### src/dac_cal_math.sv
package dac_cal_pkg;
    localparam int          RES_DEF       = 14;
    localparam int          NCH_DEF       = 16;
    // Reset values for 14-bit and 12-bit builds
    localparam logic [13:0] GAIN_DEF_14   = 14'h3FFE;
    localparam logic [13:0] GAIN_DEF_12   = 14'h0FFE;
    localparam logic [13:0] OFFS_DEF_14   = 14'h2000;
    localparam logic [13:0] OFFS_DEF_12   = 14'h0800;
    localparam logic [13:0] CODE_DEF      = 14'h0000;
    // Register select encodings
    localparam logic [1:0]  SEL_INPUT     = 2'h3;
    localparam logic [1:0]  SEL_OFFSET    = 2'h2;
    localparam logic [1:0]  SEL_GAIN      = 2'h1;
    // Longest allowed reset sequence and its cycle count at 10 MHz
    localparam int          RESET_MAX_US  = 270;
    localparam int          CLK_MHZ       = 10;
    localparam int          RESET_MAX_CYC = RESET_MAX_US * CLK_MHZ;
    typedef enum logic [1:0] {ST_IDLE, ST_CALC, ST_RESET} state_t;
endpackage : dac_cal_pkg

`timescale 1ns/10ps
`default_nettype none

module dac_cal_math #(
    parameter int RES = 14
) (
    // Operands
    input  wire logic [RES-1:0] code_i,
    input  wire logic [RES-1:0] gain_i,
    input  wire logic [RES-1:0] offs_i,
    // Clamped converter code
    output logic      [RES-1:0] result_o
);
    logic        [RES:0]     gain2;
    logic        [2*RES+1:0] prod;
    logic signed [RES+2:0]   sum;

    always_comb
    begin
        gain2 = {1'b0, gain_i} + (RES+1)'(2);
        prod  = {{(RES+1){1'b0}}, gain2} * {{(RES+2){1'b0}}, code_i};
        sum   = signed'({2'b00, prod[2*RES:RES]}) + signed'({3'b000, offs_i})
              - signed'((RES+3)'(1) << (RES-1));
        if (sum < 0)
            result_o = '0;
        else if (sum > signed'({3'b000, {RES{1'b1}}}))
            result_o = {RES{1'b1}};
        else
            result_o = sum[RES-1:0];
    end
endmodule : dac_cal_math

`default_nettype wire

### src/dac_channel_gain_offset_calc.sv
`timescale 1ns/10ps
`default_nettype none

module dac_channel_gain_offset_calc #(
    parameter int NCH  = dac_cal_pkg::NCH_DEF,
    parameter int RES  = dac_cal_pkg::RES_DEF,
    parameter int CH_W = $clog2(NCH)
) (
    // Clock and reset
    input  wire logic                 clk_i,
    input  wire logic                 rst_i,
    // Channel write port from the serial front end
    input  wire logic                 wr_en_i,
    input  wire logic [CH_W-1:0]      wr_chan_i,
    input  wire logic                 reg_select_hi_i,
    input  wire logic                 reg_select_lo_i,
    input  wire logic [RES-1:0]       wr_data_i,
    // Pins
    input  wire logic                 load_outputs_strobe_n_i,
    input  wire logic                 reset_seq_n_i,
    // Results
    output logic      [NCH*RES-1:0]   converter_code_o,
    output logic                      busy_n_o
);
    localparam logic [RES-1:0] GAIN_RST = (RES == 12) ? dac_cal_pkg::GAIN_DEF_12[RES-1:0]
                                                      : dac_cal_pkg::GAIN_DEF_14[RES-1:0];
    localparam logic [RES-1:0] OFFS_RST = (RES == 12) ? dac_cal_pkg::OFFS_DEF_12[RES-1:0]
                                                      : dac_cal_pkg::OFFS_DEF_14[RES-1:0];
    localparam logic [RES-1:0] CODE_RST = dac_cal_pkg::CODE_DEF[RES-1:0];

    dac_cal_pkg::state_t state_q;
    logic [RES-1:0]      input_q [NCH];
    logic [RES-1:0]      gain_q  [NCH];
    logic [RES-1:0]      offs_q  [NCH];
    logic [RES-1:0]      stage_q [NCH];
    logic [RES-1:0]      conv_q  [NCH];
    logic [CH_W-1:0]     calc_ch_q;
    logic [CH_W-1:0]     rst_idx_q;
    logic                pend_q;
    logic                busy_n_q;
    logic [2:0]          ld_sync_q;
    logic [2:0]          rs_sync_q;
    logic [RES-1:0]      calc_res;
    logic                ld_fall;
    logic                rs_fall;
    logic                wr_take;
    logic                load_now;
    logic [1:0]          sel;

    assign sel      = {reg_select_hi_i, reg_select_lo_i};
    assign ld_fall  = ld_sync_q[2] & ~ld_sync_q[1];
    assign rs_fall  = rs_sync_q[2] & ~rs_sync_q[1];
    assign wr_take  = wr_en_i && (state_q == dac_cal_pkg::ST_IDLE) && !rs_fall
                      && (sel != 2'h0);
    assign load_now = (state_q == dac_cal_pkg::ST_IDLE) && !rs_fall && (ld_fall || pend_q);

    // Pin synchronisers; bit 0 feeds only bit 1
    always_ff @(posedge clk_i or posedge rst_i)
    begin
        if (rst_i)
        begin
            ld_sync_q <= 3'h7;
            rs_sync_q <= 3'h7;
        end
        else
        begin
            ld_sync_q <= {ld_sync_q[1:0], load_outputs_strobe_n_i};
            rs_sync_q <= {rs_sync_q[1:0], reset_seq_n_i};
        end
    end

    dac_cal_math #(
        .RES      (RES)
    ) u_math (
        .code_i   (input_q[calc_ch_q]),
        .gain_i   (gain_q[calc_ch_q]),
        .offs_i   (offs_q[calc_ch_q]),
        .result_o (calc_res)
    );

    // Sequencer
    always_ff @(posedge clk_i or posedge rst_i)
    begin
        if (rst_i)
        begin
            state_q   <= dac_cal_pkg::ST_IDLE;
            calc_ch_q <= '0;
            rst_idx_q <= '0;
            busy_n_q  <= 1'b1;
        end
        else if (rs_fall && state_q != dac_cal_pkg::ST_RESET)
        begin
            state_q   <= dac_cal_pkg::ST_RESET;
            rst_idx_q <= '0;
            busy_n_q  <= 1'b0;
        end
        else
        begin
            unique case (state_q)
                dac_cal_pkg::ST_IDLE:
                begin
                    if (wr_take)
                    begin
                        state_q   <= dac_cal_pkg::ST_CALC;
                        calc_ch_q <= wr_chan_i;
                        busy_n_q  <= 1'b0;
                    end
                end
                dac_cal_pkg::ST_CALC:
                begin
                    state_q  <= dac_cal_pkg::ST_IDLE;
                    busy_n_q <= 1'b1;
                end
                dac_cal_pkg::ST_RESET:
                begin
                    rst_idx_q <= rst_idx_q + CH_W'(1);
                    if (rst_idx_q == CH_W'(NCH - 1))
                    begin
                        state_q  <= dac_cal_pkg::ST_IDLE;
                        busy_n_q <= 1'b1;
                    end
                end
                default:
                begin
                    state_q  <= dac_cal_pkg::ST_IDLE;
                    busy_n_q <= 1'b1;
                end
            endcase
        end
    end

    // Load remembered while busy, dropped during reset sequence
    always_ff @(posedge clk_i or posedge rst_i)
    begin
        if (rst_i)
            pend_q <= 1'b0;
        else if (rs_fall || state_q == dac_cal_pkg::ST_RESET)
            pend_q <= 1'b0;
        else if (state_q == dac_cal_pkg::ST_CALC && ld_fall)
            pend_q <= 1'b1;
        else if (load_now)
            pend_q <= 1'b0;
    end

    // Per-channel storage
    genvar g;
    generate
        for (g = 0; g < NCH; g++)
        begin : g_chan
            logic clr;
            logic hit;
            assign clr = (state_q == dac_cal_pkg::ST_RESET) && (rst_idx_q == CH_W'(g));
            assign hit = wr_take && (wr_chan_i == CH_W'(g));

            always_ff @(posedge clk_i or posedge rst_i)
            begin
                if (rst_i)
                begin
                    input_q[g] <= CODE_RST;
                    gain_q[g]  <= GAIN_RST;
                    offs_q[g]  <= OFFS_RST;
                end
                else if (clr)
                begin
                    input_q[g] <= CODE_RST;
                    gain_q[g]  <= GAIN_RST;
                    offs_q[g]  <= OFFS_RST;
                end
                else if (hit)
                begin
                    if (sel == dac_cal_pkg::SEL_INPUT)
                        input_q[g] <= wr_data_i;
                    if (sel == dac_cal_pkg::SEL_OFFSET)
                        offs_q[g] <= wr_data_i;
                    if (sel == dac_cal_pkg::SEL_GAIN)
                        gain_q[g] <= {wr_data_i[RES-1:1], 1'b0};
                end
            end

            always_ff @(posedge clk_i or posedge rst_i)
            begin
                if (rst_i)
                    stage_q[g] <= CODE_RST;
                else if (clr)
                    stage_q[g] <= CODE_RST;
                else if (state_q == dac_cal_pkg::ST_CALC && calc_ch_q == CH_W'(g))
                    stage_q[g] <= calc_res;
            end

            always_ff @(posedge clk_i or posedge rst_i)
            begin
                if (rst_i)
                    conv_q[g] <= CODE_RST;
                else if (clr)
                    conv_q[g] <= CODE_RST;
                else if (load_now)
                    conv_q[g] <= stage_q[g];
            end

            assign converter_code_o[g*RES +: RES] = conv_q[g];
        end
    endgenerate

    assign busy_n_o = busy_n_q;

endmodule : dac_channel_gain_offset_calc

`default_nettype wire

### config.mk
export PLATFORM = sky130hd
export DESIGN_NAME = dac_channel_gain_offset_calc
export DESIGN_NICKNAME = d
export VERILOG_FILES = /design/src/dac_cal_math.sv /design/src/dac_channel_gain_offset_calc.sv
export SDC_FILE = /design/constraint.sdc
export NUM_CORES = 2
export LEC_CHECK = 0
export BUFFER_PORTS_ARGS = -buffer_cell sky130_fd_sc_hd__clkbuf_2
export CAP_MARGIN = 10
export CELL_PAD_IN_SITES_DETAIL_PLACEMENT = 1
export CELL_PAD_IN_SITES_GLOBAL_PLACEMENT = 2
export CORE_ASPECT_RATIO = 0.9
export CORE_MARGIN = 5
export CORE_UTILIZATION = 40
export DETAILED_ROUTE_END_ITERATION = 8
export PLACE_DENSITY = 0.83
export SYNTH_ARGS = -nofsm -noshare
export SYNTH_HDL_FRONTEND = slang
export SYNTH_SLANG_ARGS = --single-unit
export TNS_END_PERCENT = 20
### constraint.sdc
create_clock -name clk_i -period 37.6 [get_ports clk_i]
set_input_delay 0 -clock clk_i [delete_from_list [all_inputs] [get_ports clk_i]]
set_output_delay 0 -clock clk_i [all_outputs]
set_load 0.1 [all_outputs]
Yosys cells after proc, flatten, opt, wreduce, memory -nomap -nowiden --
Index checks and enable logic that the tools add are counted.
Cells by class: add/subtract/negate cells 4, multiply operators 1, divide/modulo/power cells 0, order comparisons 3, eq/ne operators 53, shifts and indexed selects 0, mux-type cells 187, bitwise gates (word level) 6, reductions and logical operators 211
Operators with widths (number):
- $mux W14 | 171
- $reduce_bool A2 Y1 | 98
- $bmux W14 S4 | 3
- $reduce_and A2 Y1 | 49
- $eq A4 B4 Y1 const B | 24
- $logic_and A1 B1 Y1 | 55
- $eq A4 B3 Y1 const B | 12
- $mul A15 B14 Y29 | 1
- $eq A4 B2 Y1 const B | 6
- $gt A17 B15 Y1 const B | 1
- $lt A17 B1 Y1 const B | 1
- $sub A16 B14 Y17 const B | 1
- $add A15 B14 Y16 | 1
- $add A14 B2 Y15 const B | 1
- $eq A4 B1 Y1 const B | 3
- $logic_not A4 Y1 | 3
- $mux W4 | 2
- $eq A2 B2 Y1 const B | 3
- $mux W1 | 6
- $mux W2 | 3
- $ge A5 B5 Y1 const B | 1
- $not A4 Y5 | 1
- $add A4 B1 Y4 const B | 1
- $eq A2 B1 Y1 const B | 2
- other kinds (12) | 16
Word-level totals: flip-flop bits (word level) 1138, latch bits 0, memory bits (writable) 0, memory bits (read-only) 0, input bits 25, output and inout port bits 225, word-level logic and storage cells 552, memories 0

Logic depth before layout (Yosys ltp) --
depth after elaboration 13, mapped depth 46, depth with buffers taken out 39

Modules after synthesis --
From an unflattened synthesis, not the netlist that was laid out.
Second synthesis, totals: cell total of the unflattened synthesis 5990, area total of the unflattened synthesis 58564.9 sq um
By module, submodules not included:
- dac_channel_gain_offset_calc | times used 1, cells each 5041, area an instance 50492.2 sq um, sequential area each 28366.0 sq um
- dac_cal_math | times used 1, cells each 949, area an instance 8072.7 sq um, sequential area each 0.0 sq um

Worst setup path after synthesis --
OpenSTA, ideal clock, no wires.
path type register -> register, start reg calc_ch_q[0], end reg stage_q[219] (netlist name), library setup time 0.135 ns, arrival time 10.563 ns, required time 37.465 ns, setup slack 26.902 ns, cell stages (with the launch flop) 43, buffers on the path 8, clock period less this slack 10.698 ns, path through dfrtp_1 > buf_4 > buf_4 > buf_4 > buf_4 > or4_1 > o21ai_1 > clkbuf_1 > ha_1 > nand4_1 > nor2_1 > xor2_1 > buf_2 > nand2_1 > fa_1 > fa_1 > inv_1 > fa_1 > [7 not listed] > a211oi_1 > o21ba_2 > a311o_1 > o21ai_0 > a21oi_1 > xnor2_1 > ha_1 > ha_1 > nand4_1 > a211oi_1 > a211oi_1 > nor2_1 > nand2_1 > o211a_1 > buf_2 > nor4_2 > buf_4 > o31ai_1
On the way: cells in the longest elaborated chain, start to end 13, elaborated cells between the ends (all ways) 23, those cells by class add/sub (3); mul (1); order compare (2); mux (13); bitwise (1); reduce/logical (3)
Ends and longest elaborated chain:
- start, declared | line dac_channel_gain_offset_calc.sv:37 | logic [CH_W-1:0] calc_ch_q;
- start signal, assigned | line dac_channel_gain_offset_calc.sv:105 | calc_ch_q <= wr_chan_i;
- $not A4 Y5 (implied by the code) | line dac_channel_gain_offset_calc.sv:75, dac_channel_gain_offset_calc.sv:76, dac_channel_gain_offset_calc.sv:77
- $bmux W14 S4 | line dac_channel_gain_offset_calc.sv:76 | .gain_i (gain_q[calc_ch_q]),
- $mux W14 (implied by the code) (2 in series) | line dac_channel_gain_offset_calc.sv:76
- $add A14 B2 Y15 | line dac_cal_math.sv:40 | gain2 = {1'b0, gain_i} + (RES+1)'(2);
- $mul A15 B14 Y29 | line dac_cal_math.sv:41 | prod = {{(RES+1){1'b0}}, gain2} * {{(RES+2){1'b0}}, code_i};
- $add A15 B14 Y16 | line dac_cal_math.sv:42 | sum = signed'({2'b00, prod[2*RES:RES]}) + signed'({3'b000, offs_i})
- $sub A16 B14 Y17 | line dac_cal_math.sv:43 | - signed'((RES+3)'(1) << (RES-1));
- $gt A17 B15 Y1 | line dac_cal_math.sv:46 | else if (sum > signed'({3'b000, {RES{1'b1}}}))
- $mux W14 | line dac_cal_math.sv:46
- $mux W14 | line dac_cal_math.sv:44 | if (sum < 0)
- $mux W14 | line dac_channel_gain_offset_calc.sv:186 | else if (state_q == dac_cal_pkg::ST_CALC && calc_ch_q == CH_W'(g))
- $mux W14 | line dac_channel_gain_offset_calc.sv:184 | else if (clr)
- end signal, assigned by index | line dac_channel_gain_offset_calc.sv:187 | stage_q[g] <= calc_res;
- end, declared | line dac_channel_gain_offset_calc.sv:35 | logic [RES-1:0] stage_q [NCH];
Several ways; a longest one is shown, not always the timed one. The select of a mux whose other input is x is not followed. A chain may end at the register's enable or synchronous reset.

Worst setup path in the final report --
start reg calc_ch_q[1], end reg stage_q[193] (netlist name)
Same word-level chain as after synthesis.

==> impl_results.md <==
* Setup slack, reg-to-reg at 23.55 ns
* Setup TNS at 0 ns
* H-tree levels at 3
* Maximum fanout along the worst path at 56
* Syn Nets at 6307
* Die ar. at 0.151 mm²
* PostCTS Resize Cnt at 0
* Hold Path End: state_q[0]
* Area grow syn2layout at 12.9%
* DRC Markers at 0
* Sequential cell area at 0.0284 mm²
* CP Capture Type: flop
* Worst Tran Pin Value at 1.30 ns
* Clk root buf: clkbuf_16
* Syn_area_per_cell at 9.55 µm²
* Routability-driven placement congestion ratio at 0.843
* Worst reg2reg path endpoint: stage_q[193]
* Wire per inst at 25.5 µm
* Met2 WL at 96900 µm
* IO Port Bufs at 249
* Yosys warning count at 0
* Detailed Routing Iterations Pass 1 at 5
* Max_slew headroom at 13.0%
* Final wirelength at 206000 µm
* CP startpoint kind: flop
* Worst path arrival time at 14.63 ns
* Unrepaired setup endpoints after global routing: false
* Crit path kind: reg -> reg
* Post-synthesis sequential area ratio at 49.4%
* CTS Sinks at 1122
* WL met1 at 90200 µm
* Max stage delay cell, worst path: nor4_4
* CTS Buf Count at 121
* Post-DP HPWL at 136000 µm
* CTS tree: done
* Ports at 250
* Final Hold Vio Count at 0
* Max Slew Vio Count at 0
* Status: completed
* Row Count at 132
* Final setup fails at 0
* R2R cell count at 38
* Total GRT Usage at 27.0%
* Largest net degree at the start of global routing at 191
* Max-cap violations at 0
* GRT overflow at 0
* Synthesized flop and latch total at 1122
* Area of the multi-input gates at 0.0267 mm²
* HP Start: reg_select_lo_i
* Max frequency at 71.1 MHz
* Initial Util at 40.1%
* DR vias at 46188
* Buf/Inv on CP at 7
* CP peak stage delay at 1.23 ns
* Data required time of the worst path at 38.18 ns
* Final worst path period share at 37.4%
* Hold Path Depth at 2
* Cell area after synthesis at 0.0575 mm²
* First-pass GRT wire length at 314000 µm
* Final Skew at 0.0540 ns
* Mapped Cells at 6016
* Fillers at 16094
* Crit-path leading delay family: adder cells
* Max Used Layer: met5
* Initial antenna violation count at 7
* Most used cell, CP: fa_1
* Core Footprint at 0.143 mm²
* 1st-iter DRT viols at 3879
* Diodes inserted at 0
* Worst-skew pair later-pin latency at 0.78 ns
* Min Tclk post-route at 14.06 ns
* Routed wl met3 at 12200 µm
* Worst min path class: in -> reg
* Number of global-route vias before repair at 48655
* EDFF count, synth at 0
* Most used DFF post-synth: dfrtp_1
* Detail Route Antenna Nets at 0
* Bufs on Longest Clock Path at 3
* Clock slew at reported path FFs at 0.06 ns
* Die width at 410 µm
* R2r startpoint: calc_ch_q[1]
* Synth cell types at 67
* Async set-or-reset flop fraction in the synthesized netlist at 100%
* Chip height at 370 µm
* Via/cell ratio at 5.72
* Nets@finish at 6385
* Share of layout cells above drive strength 1 at 18.2%
[per-stage QoR]
stage	std cells	hold WS [ns]	util, %	cell area, µm²	setup WS [ns]
2_1_floorplan	6016	0.00448	-	57500	6.39
3_3_place_gp	7813	0.0920	42.1	60400	23.84
3_5_place_dp	7813	0.0909	42.1	60400	23.66
4_1_cts	8069	0.102	45.2	64700	23.58
5_1_grt	8078	0.123	45.3	64900	22.90
6_report	8078	0.181	45.3	64900	23.55
[sequential cells by signal, indices dropped and copies added (netlist names)]
register and flops:
converter_code_o 224, input_q 224, offs_q 224, stage_q 224
gain_q 208, calc_ch_q 4, rst_idx_q 4, ld_sync_q 3
rs_sync_q 3, state_q 2, busy_n_o 1, pend_q 1
[worst register-to-register path, delay by kind of cell (launching register included)]
| family | cells | cell delay (ns) |
|---|---|---|
| adder cells (fa/ha/maj) | 10 | 4.32 |
| AND/OR/NAND/NOR | 10 | 2.89 |
| AO/OA/AOI/OAI | 8 | 2.33 |
| buffers and inverters | 7 | 2.00 |
| multiplexers | 2 | 0.93 |
| flip-flops | 1 | 0.80 |
| XOR/XNOR | 1 | 0.61 |
[placed cells by master (no fill, tap or decap), types with 11 or more instances in the layout]
cell | Yosys | routed
a211oi_2 | 10 | 12
a21o_1 | 19 | 19
a21oi_1 | 79 | 77
and2_1 | 49 | 49
and3_1 | 11 | 11
buf_4 | 22 | 134
clkbuf_1 | 370 | 24
clkbuf_16 | 0 | 125
clkbuf_2 | 0 | 249
clkbuf_8 | 0 | 18
clkinv_2 | 0 | 40
dfrtp_1 | 891 | 887
dfstp_2 | 231 | 231
dlygate4sd3_1 | 0 | 25
fa_1 | 141 | 141
ha_1 | 125 | 125
inv_1 | 171 | 170
mux4_2 | 194 | 194
nand2_1 | 2126 | 2111
nand2_2 | 0 | 15
nand2b_1 | 17 | 17
nand3_1 | 297 | 297
nor2_1 | 129 | 99
nor2_2 | 1 | 31
nor2b_1 | 43 | 43
nor3_1 | 11 | 11
nor4_4 | 10 | 14
o21ai_0 | 612 | 609
o31ai_1 | 225 | 225
xnor2_1 | 23 | 23
xor2_1 | 15 | 15
[per-layer routing]
layer  vias up  track usage, %
met5         -               0
met4         2            8.15
met3       298            4.15
met2      1341            43.8
met1     24268            37.8
li1      20279               -
[cell usage after synthesis, types with 4 or more instances]
master / n / area (µm²)
o21a_1: 7 / 52.6
nand3_1: 297 / 1490
inv_1: 171 / 642
nand4_1: 9 / 56.3
buf_2: 46 / 230
fa_1: 141 / 2820
mux2i_1: 10 / 100
and2_1: 49 / 307
xor2_1: 15 / 131
nor3_1: 11 / 55.1
nand2b_1: 17 / 106
and3_1: 11 / 68.8
a21oi_1: 79 / 395
clkbuf_1: 370 / 1390
buf_6: 11 / 124
nand2_1: 2126 / 7980
a211oi_2: 10 / 125
ha_1: 125 / 1560
nor2b_1: 43 / 269
nor2_1: 129 / 484
or3_1: 7 / 43.8
xnor2_1: 23 / 201
o21ai_0: 612 / 3060
a211oi_1: 12 / 90.1
mux4_2: 194 / 4370
a21o_1: 19 / 143
buf_1: 14 / 52.6
o21bai_1: 7 / 52.6
mux2_2: 10 / 113
or2_2: 7 / 43.8
dfstp_2: 231 / 6070
dfrtp_1: 891 / 22300
nor4_2: 4 / 50.1
a31oi_1: 7 / 43.8
nor4_4: 10 / 213
buf_4: 22 / 165
o31ai_1: 225 / 1690
[kinds of logic after synthesis]
family,count (synthesis),share of synthesized area [%]
adders and majority gates,266,7.63
xor gates and xnor gates,38,0.579
muxes,214,7.97
buffers and inverters,634,4.53
and+or+nand+nor,2732,19.6
AOI/OAI and AO/OA,1010,10.4
DFF,1122,49.4
[timing repair]
item | 4_1_cts | 5_1_grt
hold endpoints to repair | 763 | 0
setup buffers | 0 | 0
hold buffers | 25 | 0
[how the worst max path moves through the flow]
| stage | slack, ns | startpoint | endpoint | depth (start not counted) |
|---|---|---|---|---|
| finish | 23.55 | calc_ch_q[1] | stage_q[193] | 38 |
| global route | 22.90 | calc_ch_q[1] | stage_q[193] | 38 |
| CTS | 23.58 | calc_ch_q[1] | stage_q[118] | 38 |
| detailed placement | 23.66 | calc_ch_q[1] | stage_q[202] | 38 |
| global placement | 23.84 | calc_ch_q[1] | stage_q[202] | 38 |
| floorplan | 6.39 | rst_i | calc_ch_q[0] | 1 |
[final cells by class]
| cell class | instances | share of cell area [%] |
|---|---|---|
| Clock inverter | 64 | 0.958 |
| Timing Repair Buffer | 418 | 4.16 |
| Multi-Input combinational cell | 4260 | 41.2 |
| Tap cell | 1876 | 3.62 |
| Sequential cell | 1122 | 43.7 |
| Inverter | 171 | 1.00 |
| Clock buffer | 167 | 5.34 |
Power is left out: the tool's default activity adds up to more than one toggle a clock period on the data nets, which glitch-free logic cannot reach.
